===== config.mk =====
export PLATFORM = sky130hd
export DESIGN_NAME = reset_halt_and_mode_select
export DESIGN_NICKNAME = d
export VERILOG_FILES = /design/src/verilog/rst_mode_pkg.sv /design/src/verilog/reset_halt_and_mode_select.sv
export SDC_FILE = /design/constraint.sdc
export NUM_CORES = 1
export LEC_CHECK = 0
export BUFFER_PORTS_ARGS = -buffer_cell sky130_fd_sc_hd__buf_4
export CAP_MARGIN = 20
export CORE_UTILIZATION = 49
export DETAILED_ROUTE_END_ITERATION = 10
export PLACE_DENSITY = 0.84
export SLEW_MARGIN = 10
export SYNTH_ARGS = -nofsm -noshare
export SYNTH_HDL_FRONTEND = slang
export SYNTH_SLANG_ARGS = --single-unit

===== constraint.sdc =====
create_clock -name pclk -period 3.7 [get_ports pclk]
set_input_delay 0.925 -clock pclk [delete_from_list [all_inputs] [get_ports pclk]]
set_output_delay 0.925 -clock pclk [all_outputs]
set_load 0.02 [all_outputs]

===== src/verilog/rst_mode_pkg.sv =====
// Constants, types and the strap decode for the reset, halt and mode block.
// Assumes a single 50 MHz APB clock; all pins are synchronous to it.
package rst_mode_pkg;

  // ----------------------------------------------------------------
  // Clock and reset procedure timing
  // ----------------------------------------------------------------
  localparam int CLK_PERIOD_NS = 20;
  localparam int RESET_PROC_NS = 320;
  localparam int RESET_PROC_CYCLES_I = (RESET_PROC_NS + CLK_PERIOD_NS - 1) / CLK_PERIOD_NS;
  localparam logic [7:0] RESET_PROC_CYCLES = RESET_PROC_CYCLES_I[7:0];

  // ----------------------------------------------------------------
  // Register map
  // ----------------------------------------------------------------
  localparam logic [11:0] SWITCH_CONTROL_OFF = 12'h000;
  localparam logic [11:0] SWITCH_STATUS_OFF = 12'h004;
  localparam int CTL_HALT_BIT = 0;
  localparam int STS_IN_RESET_BIT = 0;
  localparam int STS_HALTED_BIT = 1;
  localparam int STS_RUNNING_BIT = 2;
  localparam int STS_HALT_REQ_BIT = 3;
  localparam int STS_STRAP_LSB = 4;
  localparam int STS_CFG_LSB = 8;
  localparam logic [31:0] SWITCH_CONTROL_RESET = 32'h0000_0000;

  // ----------------------------------------------------------------
  // Operating mode strap codes
  // ----------------------------------------------------------------
  localparam logic [3:0] MODE_SINGLE = 4'h0;
  localparam logic [3:0] MODE_SINGLE_EEPROM = 4'h1;
  localparam logic [3:0] MODE_UP0 = 4'h8;
  localparam logic [3:0] MODE_UP2 = 4'h9;
  localparam logic [3:0] MODE_UP0_EEPROM = 4'ha;
  localparam logic [3:0] MODE_UP2_EEPROM = 4'hb;
  localparam logic [3:0] MODE_MULTI = 4'hc;
  localparam logic [3:0] MODE_MULTI_EEPROM = 4'hd;

  typedef enum logic [1:0] {
    ST_FUND_RESET,
    ST_RESET_PROC,
    ST_HALTED,
    ST_RUNNING
  } seq_state_t;

  typedef struct packed {
    logic reserved;
    logic multi_partition;
    logic eeprom_init;
    logic upstream_fixed;
    logic upstream_port2;
    logic port0_disable;
    logic port2_disable;
  } mode_cfg_t;

  typedef struct packed {
    logic [11:0] paddr;
    logic [31:0] pwdata;
    logic pwrite;
    logic psel;
    logic penable;
  } apb_req_t;

  typedef struct packed {
    logic [31:0] prdata;
    logic pready;
    logic pslverr;
  } apb_rsp_t;

  // ----------------------------------------------------------------
  // Strap decode
  // ----------------------------------------------------------------
  function automatic mode_cfg_t decode_mode(input logic [3:0] strap);
    mode_cfg_t c;
    c = '0;
    case (strap)
      MODE_SINGLE: c.reserved = 1'b0;
      MODE_SINGLE_EEPROM: c.eeprom_init = 1'b1;
      MODE_UP0, MODE_UP0_EEPROM: begin
        c.upstream_fixed = 1'b1;
        c.port2_disable = 1'b1;
        c.eeprom_init = strap[1];
      end
      MODE_UP2, MODE_UP2_EEPROM: begin
        c.upstream_fixed = 1'b1;
        c.upstream_port2 = 1'b1;
        c.port0_disable = 1'b1;
        c.eeprom_init = strap[1];
      end
      MODE_MULTI: c.multi_partition = 1'b1;
      MODE_MULTI_EEPROM: begin
        c.multi_partition = 1'b1;
        c.eeprom_init = 1'b1;
      end
      default: c.reserved = 1'b1;
    endcase
    return c;
  endfunction

endpackage


===== src/verilog/reset_halt_and_mode_select.sv =====
// Reset sequencer with halt-on-reset and operating mode strap decode.
// Assumes APB master on pclk; strap and reset pins already synchronous to pclk.
//
// Decided for this implementation: the APB interface to the registers and the register addresses.

// How it works
// RULE_01 - While fundamental reset is low, clear all logic and assert link reset; the code does not clear the captured strap, mode_cfg or read data.
// RULE_02 - Halt seen at reset: finish reset procedure, then park with management active.
// RULE_03 - Parked device still answers register reads and writes.
// RULE_04 - Leave the parked state only when software clears the halt bit.
// RULE_05 - Board keeps the mode strap static after fundamental reset release.
// RULE_06 - Strap 0x0 is single partition; 0x1 adds serial EEPROM initialisation.
// RULE_07 - 0x8 port 0 upstream, port 2 off; 0x9 port 2 upstream, port 0 off.
// RULE_08 - 0xA and 0xB are 0x8 and 0x9 plus serial EEPROM initialisation.
// RULE_09 - 0xC is multi-partition; 0xD adds serial EEPROM initialisation.
// RULE_10 - Board never drives reserved strap codes 0x2 to 0x7, 0xE, 0xF.
// RULE_11 - Strap and halt are captured at reset release and used thereafter.
// RULE_12 - Without halt, go straight from reset procedure to normal operation.
module reset_halt_and_mode_select (
  input wire logic pclk,
  input wire logic presetn,
  input wire logic fundamental_reset_n,
  input wire logic reset_halt_request,
  input wire logic [3:0] operating_mode_strap,
  input wire rst_mode_pkg::apb_req_t apb_req,
  output rst_mode_pkg::apb_rsp_t apb_rsp,
  output logic link_reset_active,
  output logic core_in_reset,
  output logic core_running,
  output logic smbus_enable,
  output rst_mode_pkg::mode_cfg_t mode_cfg
);
  import rst_mode_pkg::*;

  // ----------------------------------------------------------------
  // State
  // ----------------------------------------------------------------
  typedef struct packed {
    seq_state_t state;
    logic [7:0] cnt;
    logic [3:0] strap;
    logic halt_req;
    logic halt_bit;
    mode_cfg_t cfg;
    logic [31:0] prdata;
  } blk_state_t;

  blk_state_t s_r;
  blk_state_t s_nxt;

  logic setup_ph;
  logic access_ph;
  logic hit_ctl;
  logic hit_sts;
  logic ctl_wr;
  logic [31:0] status_word;

  assign setup_ph = apb_req.psel && !apb_req.penable;
  assign access_ph = apb_req.psel && apb_req.penable;
  assign hit_ctl = apb_req.paddr == SWITCH_CONTROL_OFF;
  assign hit_sts = apb_req.paddr == SWITCH_STATUS_OFF;
  assign ctl_wr = access_ph && apb_req.pwrite && hit_ctl && s_r.state != ST_FUND_RESET;

  always_comb begin
    status_word = '0;
    status_word[STS_IN_RESET_BIT] = s_r.state == ST_FUND_RESET || s_r.state == ST_RESET_PROC;
    status_word[STS_HALTED_BIT] = s_r.state == ST_HALTED;
    status_word[STS_RUNNING_BIT] = s_r.state == ST_RUNNING;
    status_word[STS_HALT_REQ_BIT] = s_r.halt_req;
    status_word[STS_STRAP_LSB +: 4] = s_r.strap;
    status_word[STS_CFG_LSB +: $bits(mode_cfg_t)] = s_r.cfg;
  end

  // ----------------------------------------------------------------
  // Next state
  // ----------------------------------------------------------------
  always_comb begin
    s_nxt = s_r;
    // Read data is loaded in the setup phase, held through access
    if (setup_ph && !apb_req.pwrite) begin
      if (hit_ctl) begin
        s_nxt.prdata = 32'h0000_0000;
        s_nxt.prdata[CTL_HALT_BIT] = s_r.halt_bit; // RULE_03
      end else if (hit_sts) begin
        s_nxt.prdata = status_word;
      end else begin
        s_nxt.prdata = 32'h0000_0000;
      end
    end
    if (ctl_wr) begin
      s_nxt.halt_bit = apb_req.pwdata[CTL_HALT_BIT]; // RULE_03
    end
    case (s_r.state)
      ST_FUND_RESET: begin
        s_nxt.cnt = 8'h00;
        if (fundamental_reset_n) begin
          s_nxt.strap = operating_mode_strap; // RULE_11
          s_nxt.halt_req = reset_halt_request; // RULE_11
          s_nxt.halt_bit = reset_halt_request; // RULE_02
          s_nxt.cfg = decode_mode(operating_mode_strap); // RULE_06 RULE_07 RULE_08 RULE_09
          s_nxt.state = ST_RESET_PROC;
        end
      end
      ST_RESET_PROC: begin
        s_nxt.cnt = s_r.cnt + 8'h01;
        if (s_r.cnt == RESET_PROC_CYCLES - 8'h01) begin
          // Halt bit already set by capture; a clear during the procedure cancels the park
          s_nxt.state = s_nxt.halt_bit ? ST_HALTED : ST_RUNNING; // RULE_02 RULE_12
        end
      end
      ST_HALTED: begin
        if (!s_nxt.halt_bit) begin
          s_nxt.state = ST_RUNNING; // RULE_04
        end
      end
      ST_RUNNING: s_nxt.state = ST_RUNNING;
      default: s_nxt.state = ST_FUND_RESET;
    endcase
    if (!fundamental_reset_n) begin
      s_nxt.state = ST_FUND_RESET; // RULE_01
      s_nxt.cnt = 8'h00;
      s_nxt.halt_bit = 1'b0;
      s_nxt.halt_req = 1'b0;
    end
  end

  always_ff @(posedge pclk or negedge presetn) begin
    if (!presetn) begin
      s_r.state <= ST_FUND_RESET;
      s_r.cnt <= 8'h00;
      s_r.strap <= 4'h0;
      s_r.halt_req <= 1'b0;
      s_r.halt_bit <= SWITCH_CONTROL_RESET[CTL_HALT_BIT];
      s_r.cfg <= '0;
      s_r.prdata <= 32'h0000_0000;
    end else begin
      s_r <= s_nxt;
    end
  end

  // ----------------------------------------------------------------
  // Outputs
  // ----------------------------------------------------------------
  assign apb_rsp.prdata = s_r.prdata;
  assign apb_rsp.pready = 1'b1;
  assign apb_rsp.pslverr = access_ph && !hit_ctl && !hit_sts;
  assign link_reset_active = s_r.state == ST_FUND_RESET; // RULE_01
  assign core_in_reset = s_r.state != ST_RUNNING; // RULE_02
  assign core_running = s_r.state == ST_RUNNING;
  assign smbus_enable = s_r.state != ST_FUND_RESET; // RULE_02
  assign mode_cfg = s_r.cfg;

  // ----------------------------------------------------------------
  // Assertions
  // ----------------------------------------------------------------
  localparam int PROC_DONE_D = 17;

  a_fund_reset_clears: assert property (@(posedge pclk) disable iff (!presetn) // RULE_01
    !fundamental_reset_n |=> link_reset_active && !core_running && !s_r.halt_bit)
    else $error("fundamental reset did not clear the sequencer");

  a_halt_parks: assert property (@(posedge pclk) // RULE_02
    disable iff (!presetn || !fundamental_reset_n || ctl_wr)
    $rose(fundamental_reset_n) && reset_halt_request |-> ##PROC_DONE_D
      (s_r.state == ST_HALTED && smbus_enable && core_in_reset))
    else $error("halt request did not park the device after reset procedure");

  a_parked_read: assert property (@(posedge pclk) disable iff (!presetn) // RULE_03
    s_r.state == ST_HALTED && setup_ph && !apb_req.pwrite && hit_ctl
      |=> apb_rsp.prdata[CTL_HALT_BIT])
    else $error("control read while parked did not show the halt bit");

  a_halt_exit: assert property (@(posedge pclk) disable iff (!presetn) // RULE_04
    s_r.state == ST_HALTED && fundamental_reset_n && ctl_wr && !apb_req.pwdata[CTL_HALT_BIT]
      |=> core_running)
    else $error("clearing the halt bit did not start operation");

  a_halt_only_by_clear: assert property (@(posedge pclk) disable iff (!presetn) // RULE_04
    s_r.state == ST_HALTED && !(ctl_wr && !apb_req.pwdata[CTL_HALT_BIT]) && fundamental_reset_n
      |=> s_r.state == ST_HALTED)
    else $error("device left the parked state without a halt clear");

  a_mode_single: assert property (@(posedge pclk) disable iff (!presetn) // RULE_06
    core_running && s_r.strap[3:1] == 3'h0 |->
      !mode_cfg.multi_partition && !mode_cfg.upstream_fixed && mode_cfg.eeprom_init == s_r.strap[0])
    else $error("single partition mode decoded wrongly");

  a_mode_upstream: assert property (@(posedge pclk) disable iff (!presetn) // RULE_07
    core_running && (s_r.strap == MODE_UP0 || s_r.strap == MODE_UP2) |->
      mode_cfg.upstream_port2 == s_r.strap[0] && mode_cfg.port0_disable == s_r.strap[0]
      && mode_cfg.port2_disable == !s_r.strap[0] && !mode_cfg.eeprom_init)
    else $error("upstream port mode decoded wrongly");

  a_mode_up_eeprom: assert property (@(posedge pclk) disable iff (!presetn) // RULE_08
    core_running && (s_r.strap == MODE_UP0_EEPROM || s_r.strap == MODE_UP2_EEPROM) |->
      mode_cfg.eeprom_init && mode_cfg.upstream_fixed && mode_cfg.port0_disable == s_r.strap[0])
    else $error("upstream port EEPROM mode decoded wrongly");

  a_mode_multi: assert property (@(posedge pclk) disable iff (!presetn) // RULE_09
    core_running && s_r.strap[3:1] == 3'h6 |->
      mode_cfg.multi_partition && mode_cfg.eeprom_init == s_r.strap[0] && !mode_cfg.reserved)
    else $error("multi-partition mode decoded wrongly");

  a_strap_frozen: assert property (@(posedge pclk) disable iff (!presetn) // RULE_11
    s_r.state != ST_FUND_RESET && fundamental_reset_n |=> $stable(s_r.strap) && $stable(mode_cfg))
    else $error("captured strap changed after reset release");

  a_no_halt_runs: assert property (@(posedge pclk) // RULE_12
    disable iff (!presetn || !fundamental_reset_n || ctl_wr)
    $rose(fundamental_reset_n) && !reset_halt_request |-> ##PROC_DONE_D core_running)
    else $error("device did not start after reset procedure without halt");

  c_halt_path: cover property (@(posedge pclk) disable iff (!presetn)
    s_r.state == ST_HALTED ##[1:100] core_running);
  c_direct_run: cover property (@(posedge pclk) disable iff (!presetn)
    $rose(fundamental_reset_n) && !reset_halt_request ##PROC_DONE_D core_running);
  c_reserved_strap: cover property (@(posedge pclk) disable iff (!presetn)
    core_running && mode_cfg.reserved);
  c_unmapped: cover property (@(posedge pclk) disable iff (!presetn) apb_rsp.pslverr);

endmodule


==> PnR_summary.wiki, run 1 <==
{| class="wikitable"
! Metric !! Value
|-
| Number of standard cells after synthesis || 192
|-
| Number of flops mapped to enable cells by yosys || 0
|-
| Final clock period utilization by the worst path || between 60% and 70%
|-
| Area fraction in compound gates after synthesis || 17.2%
|-
| Post-cts gate resize count || 0
|-
| Sequential element share of the synthesized area || 46.8%
|-
| Estimated wirelength of the detail-placed design || 2.62 mm
|-
| Minimum period implied by the final worst setup slack || 2.57 ns
|-
| Post-layout util || 60.1%
|-
| Post-synthesis mux area share || 1.69%
|-
| Data required time at the worst endpoint || 2.77 ns
|-
| Placed instance area || 0.00211 mm2
|-
| Initial core utilization || 51.8%
|-
| Remaining DRCs || 0
|-
| Top_reg_cell synth || sky130_fd_sc_hd__dfrtp_1
|-
| Maximum count of clock buffers along a single path || 2
|-
| Combinational family with the most area after synthesis || buffers and inverters
|-
| Skew final || 0.00341 ns
|-
| WP data arrival || approximately 1.6 ns
|-
| Aggregate global-route resource usage || between 10% and 20%
|-
| CTS sink cnt || 36
|-
| CP Class || in -> out
|-
| Setup bufs post-CTS || 0
|-
| Dominant cell type by count on the critical path || sky130_fd_sc_hd__buf_4
|-
| Slew Viols, Final || 0
|-
| Global-route congestion overflow total || 0
|-
| Leading cell types in the layout, fill and taps excluded || 51 x sky130_fd_sc_hd__buf_4, 36 x sky130_fd_sc_hd__dfrtp_1, 24 x sky130_fd_sc_hd__nand2_1
|-
| Maximum clock frequency || 390 MHz
|-
| PnR Total Power || 0.000932 W
|-
| Worst Tran Pin Value || ~0.54 ns
|-
| CTS tree || yes
|-
| Die area || 0.00418 mm2
|-
| Cell variety after synth || 39
|-
| Cts bufs inserted || 5
|-
| Sum of routed wire length over all layers || 3.50 mm
|-
| Row cnt || 22
|-
| Path type of the worst min-delay path || reg -> reg
|-
| Share of flip-flops with an asynchronous set or reset after synthesis || between 90% and 100%
|-
| Initial drt markers || 98
|-
| CP Max Fanout || 2
|-
| Antenna violations before repair || 0
|-
| Pin count of the biggest net entering global routing || 37
|-
| Gp weighted congestion || roughly 0.77
|-
| Reported max-cap violation count || 0
|-
| Leakage || 1.12 nW
|-
| Share of the synthesized netlist area taken by xor and xnor gates || 0.455%
|-
| Unrepaired setup endpoints after global routing || false
|-
| CP Launch Type || input pin
|-
| Multi-input gate area in the final layout || approximately 740 um2
|-
| Power density of the placed cells || 417 mW/mm2
|-
| Total of warnings raised by yosys || 0
|-
| Final-report hold violation count || 0
|-
| Routed via count || 1407
|-
| Inserted Diodes || 0
|-
| ANT nets after route || 0
|-
| Avg Inst Size Synth || roughly 10 um2
|-
| Die Y || 64.7 um
|-
| Count of state elements after synthesis || 36
|-
| Outcome || finished, final reports clean
|-
| CORE AREA || 0.00372 mm2
|-
| Final-layout fill cell count || between 300 and 400
|-
| Share of synthesized cell area in and, or, nand and nor gates || 14.9%
|-
| Total non-filler cell area in the finished layout || 0.00223 mm2
|-
| Setup violation total in the final timing report || 0
|-
| Signed area change from the synthesized netlist to the final layout || 16.0%
|-
| Wire length of the first global-routing pass || 5.77 mm
|-
| Skew-Pair Late Insertion Delay || 0.28 ns
|-
| Number of vias per cell after detailed routing || about 5.2
|-
| Proportion of layout cells with a drive suffix above 1 || 31.1%
|-
| Number of port buffers || 50
|-
| Post-Synthesis Cell Area || 0.00193 mm2
|-
| TNS Setup || 0 ns
|-
| Most frequent standard cell in the layout excluding fill and tap cells || sky130_fd_sc_hd__buf_4
|-
| Highest cell delay on the worst timing path || 0.31 ns
|-
| Tightest slew margin relative to the limit || 63.9%
|-
| Via count of the first global-routing pass || 1278
|-
| Fin nets || 277
|-
| Cell with the largest stage delay on the worst path || sky130_fd_sc_hd__nor3_1
|-
| IO Count || 100
|-
| Clock-pin slew on the worst setup and hold paths || roughly 0.07 ns
|-
| Detail-routed net length per standard cell || roughly 13 um
|-
| Buffer cell driving the clock tree root || sky130_fd_sc_hd__clkbuf_8
|-
| Synthesized-area fraction occupied by adder cells || 0.650%
|-
| Area taken by flip-flops and latches || 901 um2
|-
| Hold-fix buffers at CTS || 0
|-
| TritonRoute pass-1 iters || 4
|-
| Width of the chip || 64.7 um
|-
| Worst vdd ir || 155 uV
|-
| H-tree depth reported by CTS || 2
|-
| Chain of cells forming the critical path || buf_4 -> nor3_1 -> a31oi_1 -> buf_4
|-
| Crit. End Element || output pin
|}
-- cells in the mapped netlist, types with 2 or more instances --
cell type | number | area share (%)
sky130_fd_sc_hd__nor4_4 | 2 | 2.2
sky130_fd_sc_hd__and3_1 | 2 | 0.65
sky130_fd_sc_hd__buf_4 | 40 | 16
sky130_fd_sc_hd__clkbuf_1 | 4 | 0.78
sky130_fd_sc_hd__nand2b_1 | 2 | 0.65
sky130_fd_sc_hd__a22o_1 | 15 | 6.8
sky130_fd_sc_hd__o31ai_1 | 6 | 2.3
sky130_fd_sc_hd__a21oi_1 | 2 | 0.52
sky130_fd_sc_hd__a21boi_0 | 2 | 0.78
sky130_fd_sc_hd__nand2_1 | 24 | 4.7
sky130_fd_sc_hd__inv_1 | 5 | 0.97
sky130_fd_sc_hd__mux2_2 | 2 | 1.2
sky130_fd_sc_hd__nor3_1 | 2 | 0.52
sky130_fd_sc_hd__o21ai_0 | 14 | 3.6
sky130_fd_sc_hd__conb_1 | 2 | 0.39
sky130_fd_sc_hd__nand3_1 | 3 | 0.78
sky130_fd_sc_hd__nand3b_1 | 2 | 0.78
sky130_fd_sc_hd__inv_2 | 2 | 0.39
sky130_fd_sc_hd__dfrtp_1 | 36 | 47
sky130_fd_sc_hd__a31oi_1 | 4 | 1.3
sky130_fd_sc_hd__nor2_1 | 3 | 0.58
-- report_power, final --
part | switching [W] | internal (W)
logic | 0.0000787 | 0.0000498
registers | 0.0000156 | 0.000415
clock network | 0.000135 | 0.000238
total | 0.000229 | 0.000703
-- worst max-delay path, delay by kind of cell --
family / cells / cell delay (ns)
and+or+nand+nor: 1 / 0.31
buffers and inverters: 2 / 0.28
AOI/OAI and AO/OA: 1 / 0.13
-- cell type report --
class                   count  area share [%]
flip-flops and latches     36            40.3
multi-input cells         120            33.0
repair buffers             51            17.1
clock buffers               7            4.31
well taps                  48            2.69
clock inverters             1            1.34
inverters                   7            1.18
-- per-layer routing --
metal | part of all wire (%) | up-vias | GRT usage (%)
li1 | - | 676 | -
met1 | 44 | 670 | 23.9
met2 | 50 | 52 | 29.3
met3 | 4.5 | 9 | 3.17
met4 | 1.9 | 0 | 8.33
met5 | 0 | - | 0
-- kinds of logic after synthesis --
kind of cell	count (synthesis)
adder cells (fa/ha/maj)	1
multiplexers	3
other	2
XOR/XNOR	1
buffers and inverters	52
flip-flops	36
AO/OA/AOI/OAI	47
AND/OR/NAND/NOR	50
-- worst paths after layout --
path	endpoint	cells after the start	start	slack, ns
max in group asynchronous	s_r[39]	1	presetn	2.81
min in group asynchronous	apb_rsp[13]	1	presetn	0.58
min reg2reg	apb_rsp[2]	2	apb_rsp[2]	0.49
max	apb_rsp[0]	4	apb_req[44]	1.13
max reg2reg	s_r[42]	5	s_r[54]	2.03
min	apb_rsp[2]	2	apb_rsp[2]	0.49
-- state kept, by name, indices dropped and copies added (netlist names) --
register / count
mode_cfg: 6
apb_rsp: 14
s_r: 16
-- metrics by stage --
| stage | setup WS (ns) | hold WS (ns) | std cells |
|---|---|---|---|
| final | 1.13 | 0.488 | 270 |
| after global routing | 1.01 | 0.513 | 270 |
| after CTS | 1.12 | 0.491 | 270 |
| after detailed placement | 1.12 | 0.475 | 262 |
| after global placement | 1.15 | 0.466 | 262 |
| after floorplan | 1.34 | 0.450 | 208 |
Power figures use the tool's default switching activity.
==> run 2: changes to the inputs <==
- ABC_AREA: not set -> 1
- CORE_UTILIZATION: 49 -> 42
- PLACE_DENSITY: 0.84 -> 0.75
- clock period: 3.7 -> 2.2 ns (I/O delays scaled with it)
==> run 2 against run 1 <==
Against the previous run:
- setup slack worse by 0.80 ns
- die area increased by 24%
- sequential share of layout area fell by 2.6 points
- highest routed layer unchanged
==> PnR_summary.wiki, run 2 <==
{| class="wikitable"
! Metric !! Value
|-
| Slew Viols, Final || 0
|-
| H-tree depth reported by CTS || 2
|-
| Most area-consuming cells after synthesis || sky130_fd_sc_hd__dfrtp_1 44%, sky130_fd_sc_hd__buf_4 15%, sky130_fd_sc_hd__nand2_1 7.7%
|-
| Leading cell types in the layout, fill and taps excluded || 51 x sky130_fd_sc_hd__buf_4, 42 x sky130_fd_sc_hd__nand2_1, 36 x sky130_fd_sc_hd__dfrtp_1
|-
| TNS Setup || 0 ns
|-
| Row cnt || 25
|-
| CP Max Fanout || 4
|-
| Slack of the worst reg-to-reg path || 0.67 ns
|-
| CTS sink cnt || 36
|-
| Pin count of the biggest net entering global routing || 37
|-
| Cts bufs inserted || 5
|-
| WP data arrival || approximately 1.3 ns
|-
| Sequential element share of the synthesized area || 43.7%
|-
| Termination of the worst setup path || apb_rsp[0]
|-
| Post-cts gate resize count || 0
|-
| Minimum period implied by the final worst setup slack || 1.87 ns
|-
| Post-Synthesis Cell Area || 0.00206 mm2
|-
| Commonest cells in the synthesized netlist || 42 x sky130_fd_sc_hd__nand2_1, 40 x sky130_fd_sc_hd__buf_4, 36 x sky130_fd_sc_hd__dfrtp_1
|-
| Clock-pin slew on the worst setup and hold paths || 0.07 ns
|-
| Path length in cells of the critical path || 8
|-
| Synth top area share || 43.7%
|-
| Number of port buffers || 50
|-
| Inserted Diodes || 0
|-
| Path type of the worst min-delay path || in -> async
|-
| Top_reg_cell synth || sky130_fd_sc_hd__dfrtp_1
|-
| Final-report hold violation count || 0
|-
| Combinational family with the most area after synthesis || buffers and inverters
|-
| Initial core utilization || 43.6%
|-
| Cell with the largest stage delay on the worst path || sky130_fd_sc_hd__buf_4
|-
| Die area || 0.00519 mm2
|-
| Synth area leader || sky130_fd_sc_hd__dfrtp_1
|-
| Skew final || 0.00331 ns
|-
| Signed area change from the synthesized netlist to the final layout || 15.8%
|-
| Avg Inst Size Synth || 8.81 um2
|-
| Count of state elements after synthesis || 36
|-
| Data required time at the worst endpoint || 1.65 ns
|-
| Setup bufs post-CTS || 0
|-
| Delay-heaviest family, CP || simple AND/OR/NAND/NOR gates
|-
| Synthesized-area fraction occupied by adder cells || 0.607%
|-
| Gp weighted congestion || 0.741
|-
| Worst setup startpoint || apb_req[46]
|-
| Die Y || 72.0 um
|-
| Routed via count || 1481
|-
| Setup violation total in the final timing report || 0
|-
| Area fraction in compound gates after synthesis || around 14%
|-
| Sum of routed wire length over all layers || 3.49 mm
|-
| CP Class || in -> out
|-
| Crit path buf inv count || 3
|-
| Number of vias per cell after detailed routing || 4.45
|-
| Highest cell delay on the worst timing path || approximately 0.15 ns
|-
| Chain of cells forming the critical path || buf_4 -> nor2_1 -> nand2_1 -> nor2_4 -> nand2_2 -> inv_1 -> nor3_1 -> buf_4
|-
| Via count of the first global-routing pass || 1370
|-
| Flip-flop count of the largest register, all copies and words added || 16
|-
| Detail-routed net length per standard cell || 10.5 um
|-
| Cell variety after synth || 35
|-
| Aggregate global-route resource usage || between 10% and 20%
|-
| Unrepaired setup endpoints after global routing || false
|-
| Leakage || 1.22 nW
|-
| Maximum count of clock buffers along a single path || 2
|-
| Global-route congestion overflow total || 0
|-
| Antenna violations before repair || 0
|-
| Wire length of the first global-routing pass || 6.02 mm
|-
| Share of synthesized cell area in and, or, nand and nor gates || 18.9%
|-
| Hold-fix buffers at CTS || 0
|-
| Power density of the placed cells || 707 mW/mm2
|-
| Initial drt markers || 48
|-
| Final-layout fill cell count || 453
|-
| Share of the synthesized netlist area taken by xor and xnor gates || ~1.3%
|-
| Width of the chip || 72.0 um
|-
| CORE AREA || 0.00472 mm2
|-
| Maximum clock frequency || 535 MHz
|-
| Total of warnings raised by yosys || 0
|-
| Fin nets || 321
|-
| Crit. End Element || output pin
|-
| PnR Total Power || 0.00169 W
|-
| Buffer cell driving the clock tree root || sky130_fd_sc_hd__clkbuf_8
|-
| ANT nets after route || 0
|-
| Estimated wirelength of the detail-placed design || 2.79 mm
|-
| Post-Place Setup Slack || 0.329 ns
|-
| Startpoint of the worst register-to-register path || s_r[54]
|-
| Number of flops mapped to enable cells by yosys || 0
|-
| CTS tree || yes
|-
| FF-to-FF End || mode_cfg[5]
|-
| TritonRoute pass-1 iters || 4
|-
| Worst reg2reg path depth || 7
|-
| IO Count || 100
|-
| Post-layout util || between 50% and 60%
|-
| Post-synthesis mux area share || 0%
|-
| Most frequent standard cell in the layout excluding fill and tap cells || sky130_fd_sc_hd__buf_4
|-
| Number of standard cells after synthesis || 234
|-
| Remaining DRCs || 0
|-
| Skew-Pair Late Insertion Delay || 0.28 ns
|-
| Worst Slack Setup Final || 0.332 ns
|-
| Proportion of layout cells with a drive suffix above 1 || 34.6%
|-
| Most used standard cell by instance count after synthesis || sky130_fd_sc_hd__nand2_1
|-
| Share of flip-flops with an asynchronous set or reset after synthesis || 100%
|-
| Outcome || finished, final reports clean
|-
| Top reg by flops || s_r
|-
| Dominant cell type by count on the critical path || sky130_fd_sc_hd__buf_4
|-
| Worst vdd ir || about 350 uV
|-
| CP Launch Type || input pin
|-
| Reported max-cap violation count || 0
|-
| Final clock period utilization by the worst path || 84.9%
|}
[run 2: cell count changes after synthesis, sizes merged, moves of 3 or more]
cell	change
inv	+24
nor2	+20
nand2	+18
a22o	-12
o21ai	+8
o22ai	+5
o31ai	-5
a31oi	-4
clkbuf	-3
[run 2: cell families after synthesis]
group | Yosys count
AOI/OAI and AO/OA | 39
xor gates and xnor gates | 3
adders and majority gates | 1
buffers and inverters | 74
DFF | 36
other | 2
and+or+nand+nor | 79
[run 2: layer usage]
| layer | track usage, % | vias to the layer above | wire length (um) |
|---|---|---|---|
| met3 | 5.14 | 7 | 129 |
| met5 | 0 | - | 0 |
| met1 | 17.4 | 700 | 1460 |
| met2 | 26.2 | 32 | 1850 |
| met4 | 4.58 | 0 | 47 |
| li1 | - | 742 | - |
[run 2: worst min path at each step]
| stage | start | to | slack (ns) |
|---|---|---|---|
| floorplan | presetn | apb_rsp[10] | 0.25 |
| global route | presetn | apb_rsp[4] | 0.23 |
| CTS | presetn | apb_rsp[4] | 0.22 |
| detailed placement | apb_rsp[7] | apb_rsp[7] | 0.47 |
| finish | presetn | apb_rsp[5] | 0.20 |
| global placement | apb_rsp[16] | apb_rsp[16] | 0.47 |
[run 2: final cells by class]
class | instances | area (um2) | share of cell area [%]
Sequential cell | 36 | 901 | 37.7
Clock buffer | 7 | 96.3 | 4.04
Multi-Input combinational cell | 140 | 777 | 32.5
Timing Repair Buffer | 51 | 383 | 16.0
Clock inverter | 1 | 30.0 | 1.26
Inverter | 31 | 116 | 4.87
Tap cell | 67 | 83.8 | 3.51
[run 2: metrics by stage]
stage / cell area, um2 / hold WS (ns) / instances
6_report: 2390 / 0.201 / 333
5_1_grt: 2390 / 0.234 / 333
4_1_cts: 2390 / 0.218 / 333
3_5_place_dp: 2260 / 0.472 / 325
3_3_place_gp: 2260 / 0.465 / 325
2_1_floorplan: 2120 / 0.254 / 250
[run 2: where the power goes]
group,internal (W),switching [W]
clock network,0.000400,0.000226
logic,0.000115,0.000199
registers,0.000713,0.0000360
total,0.00123,0.000461
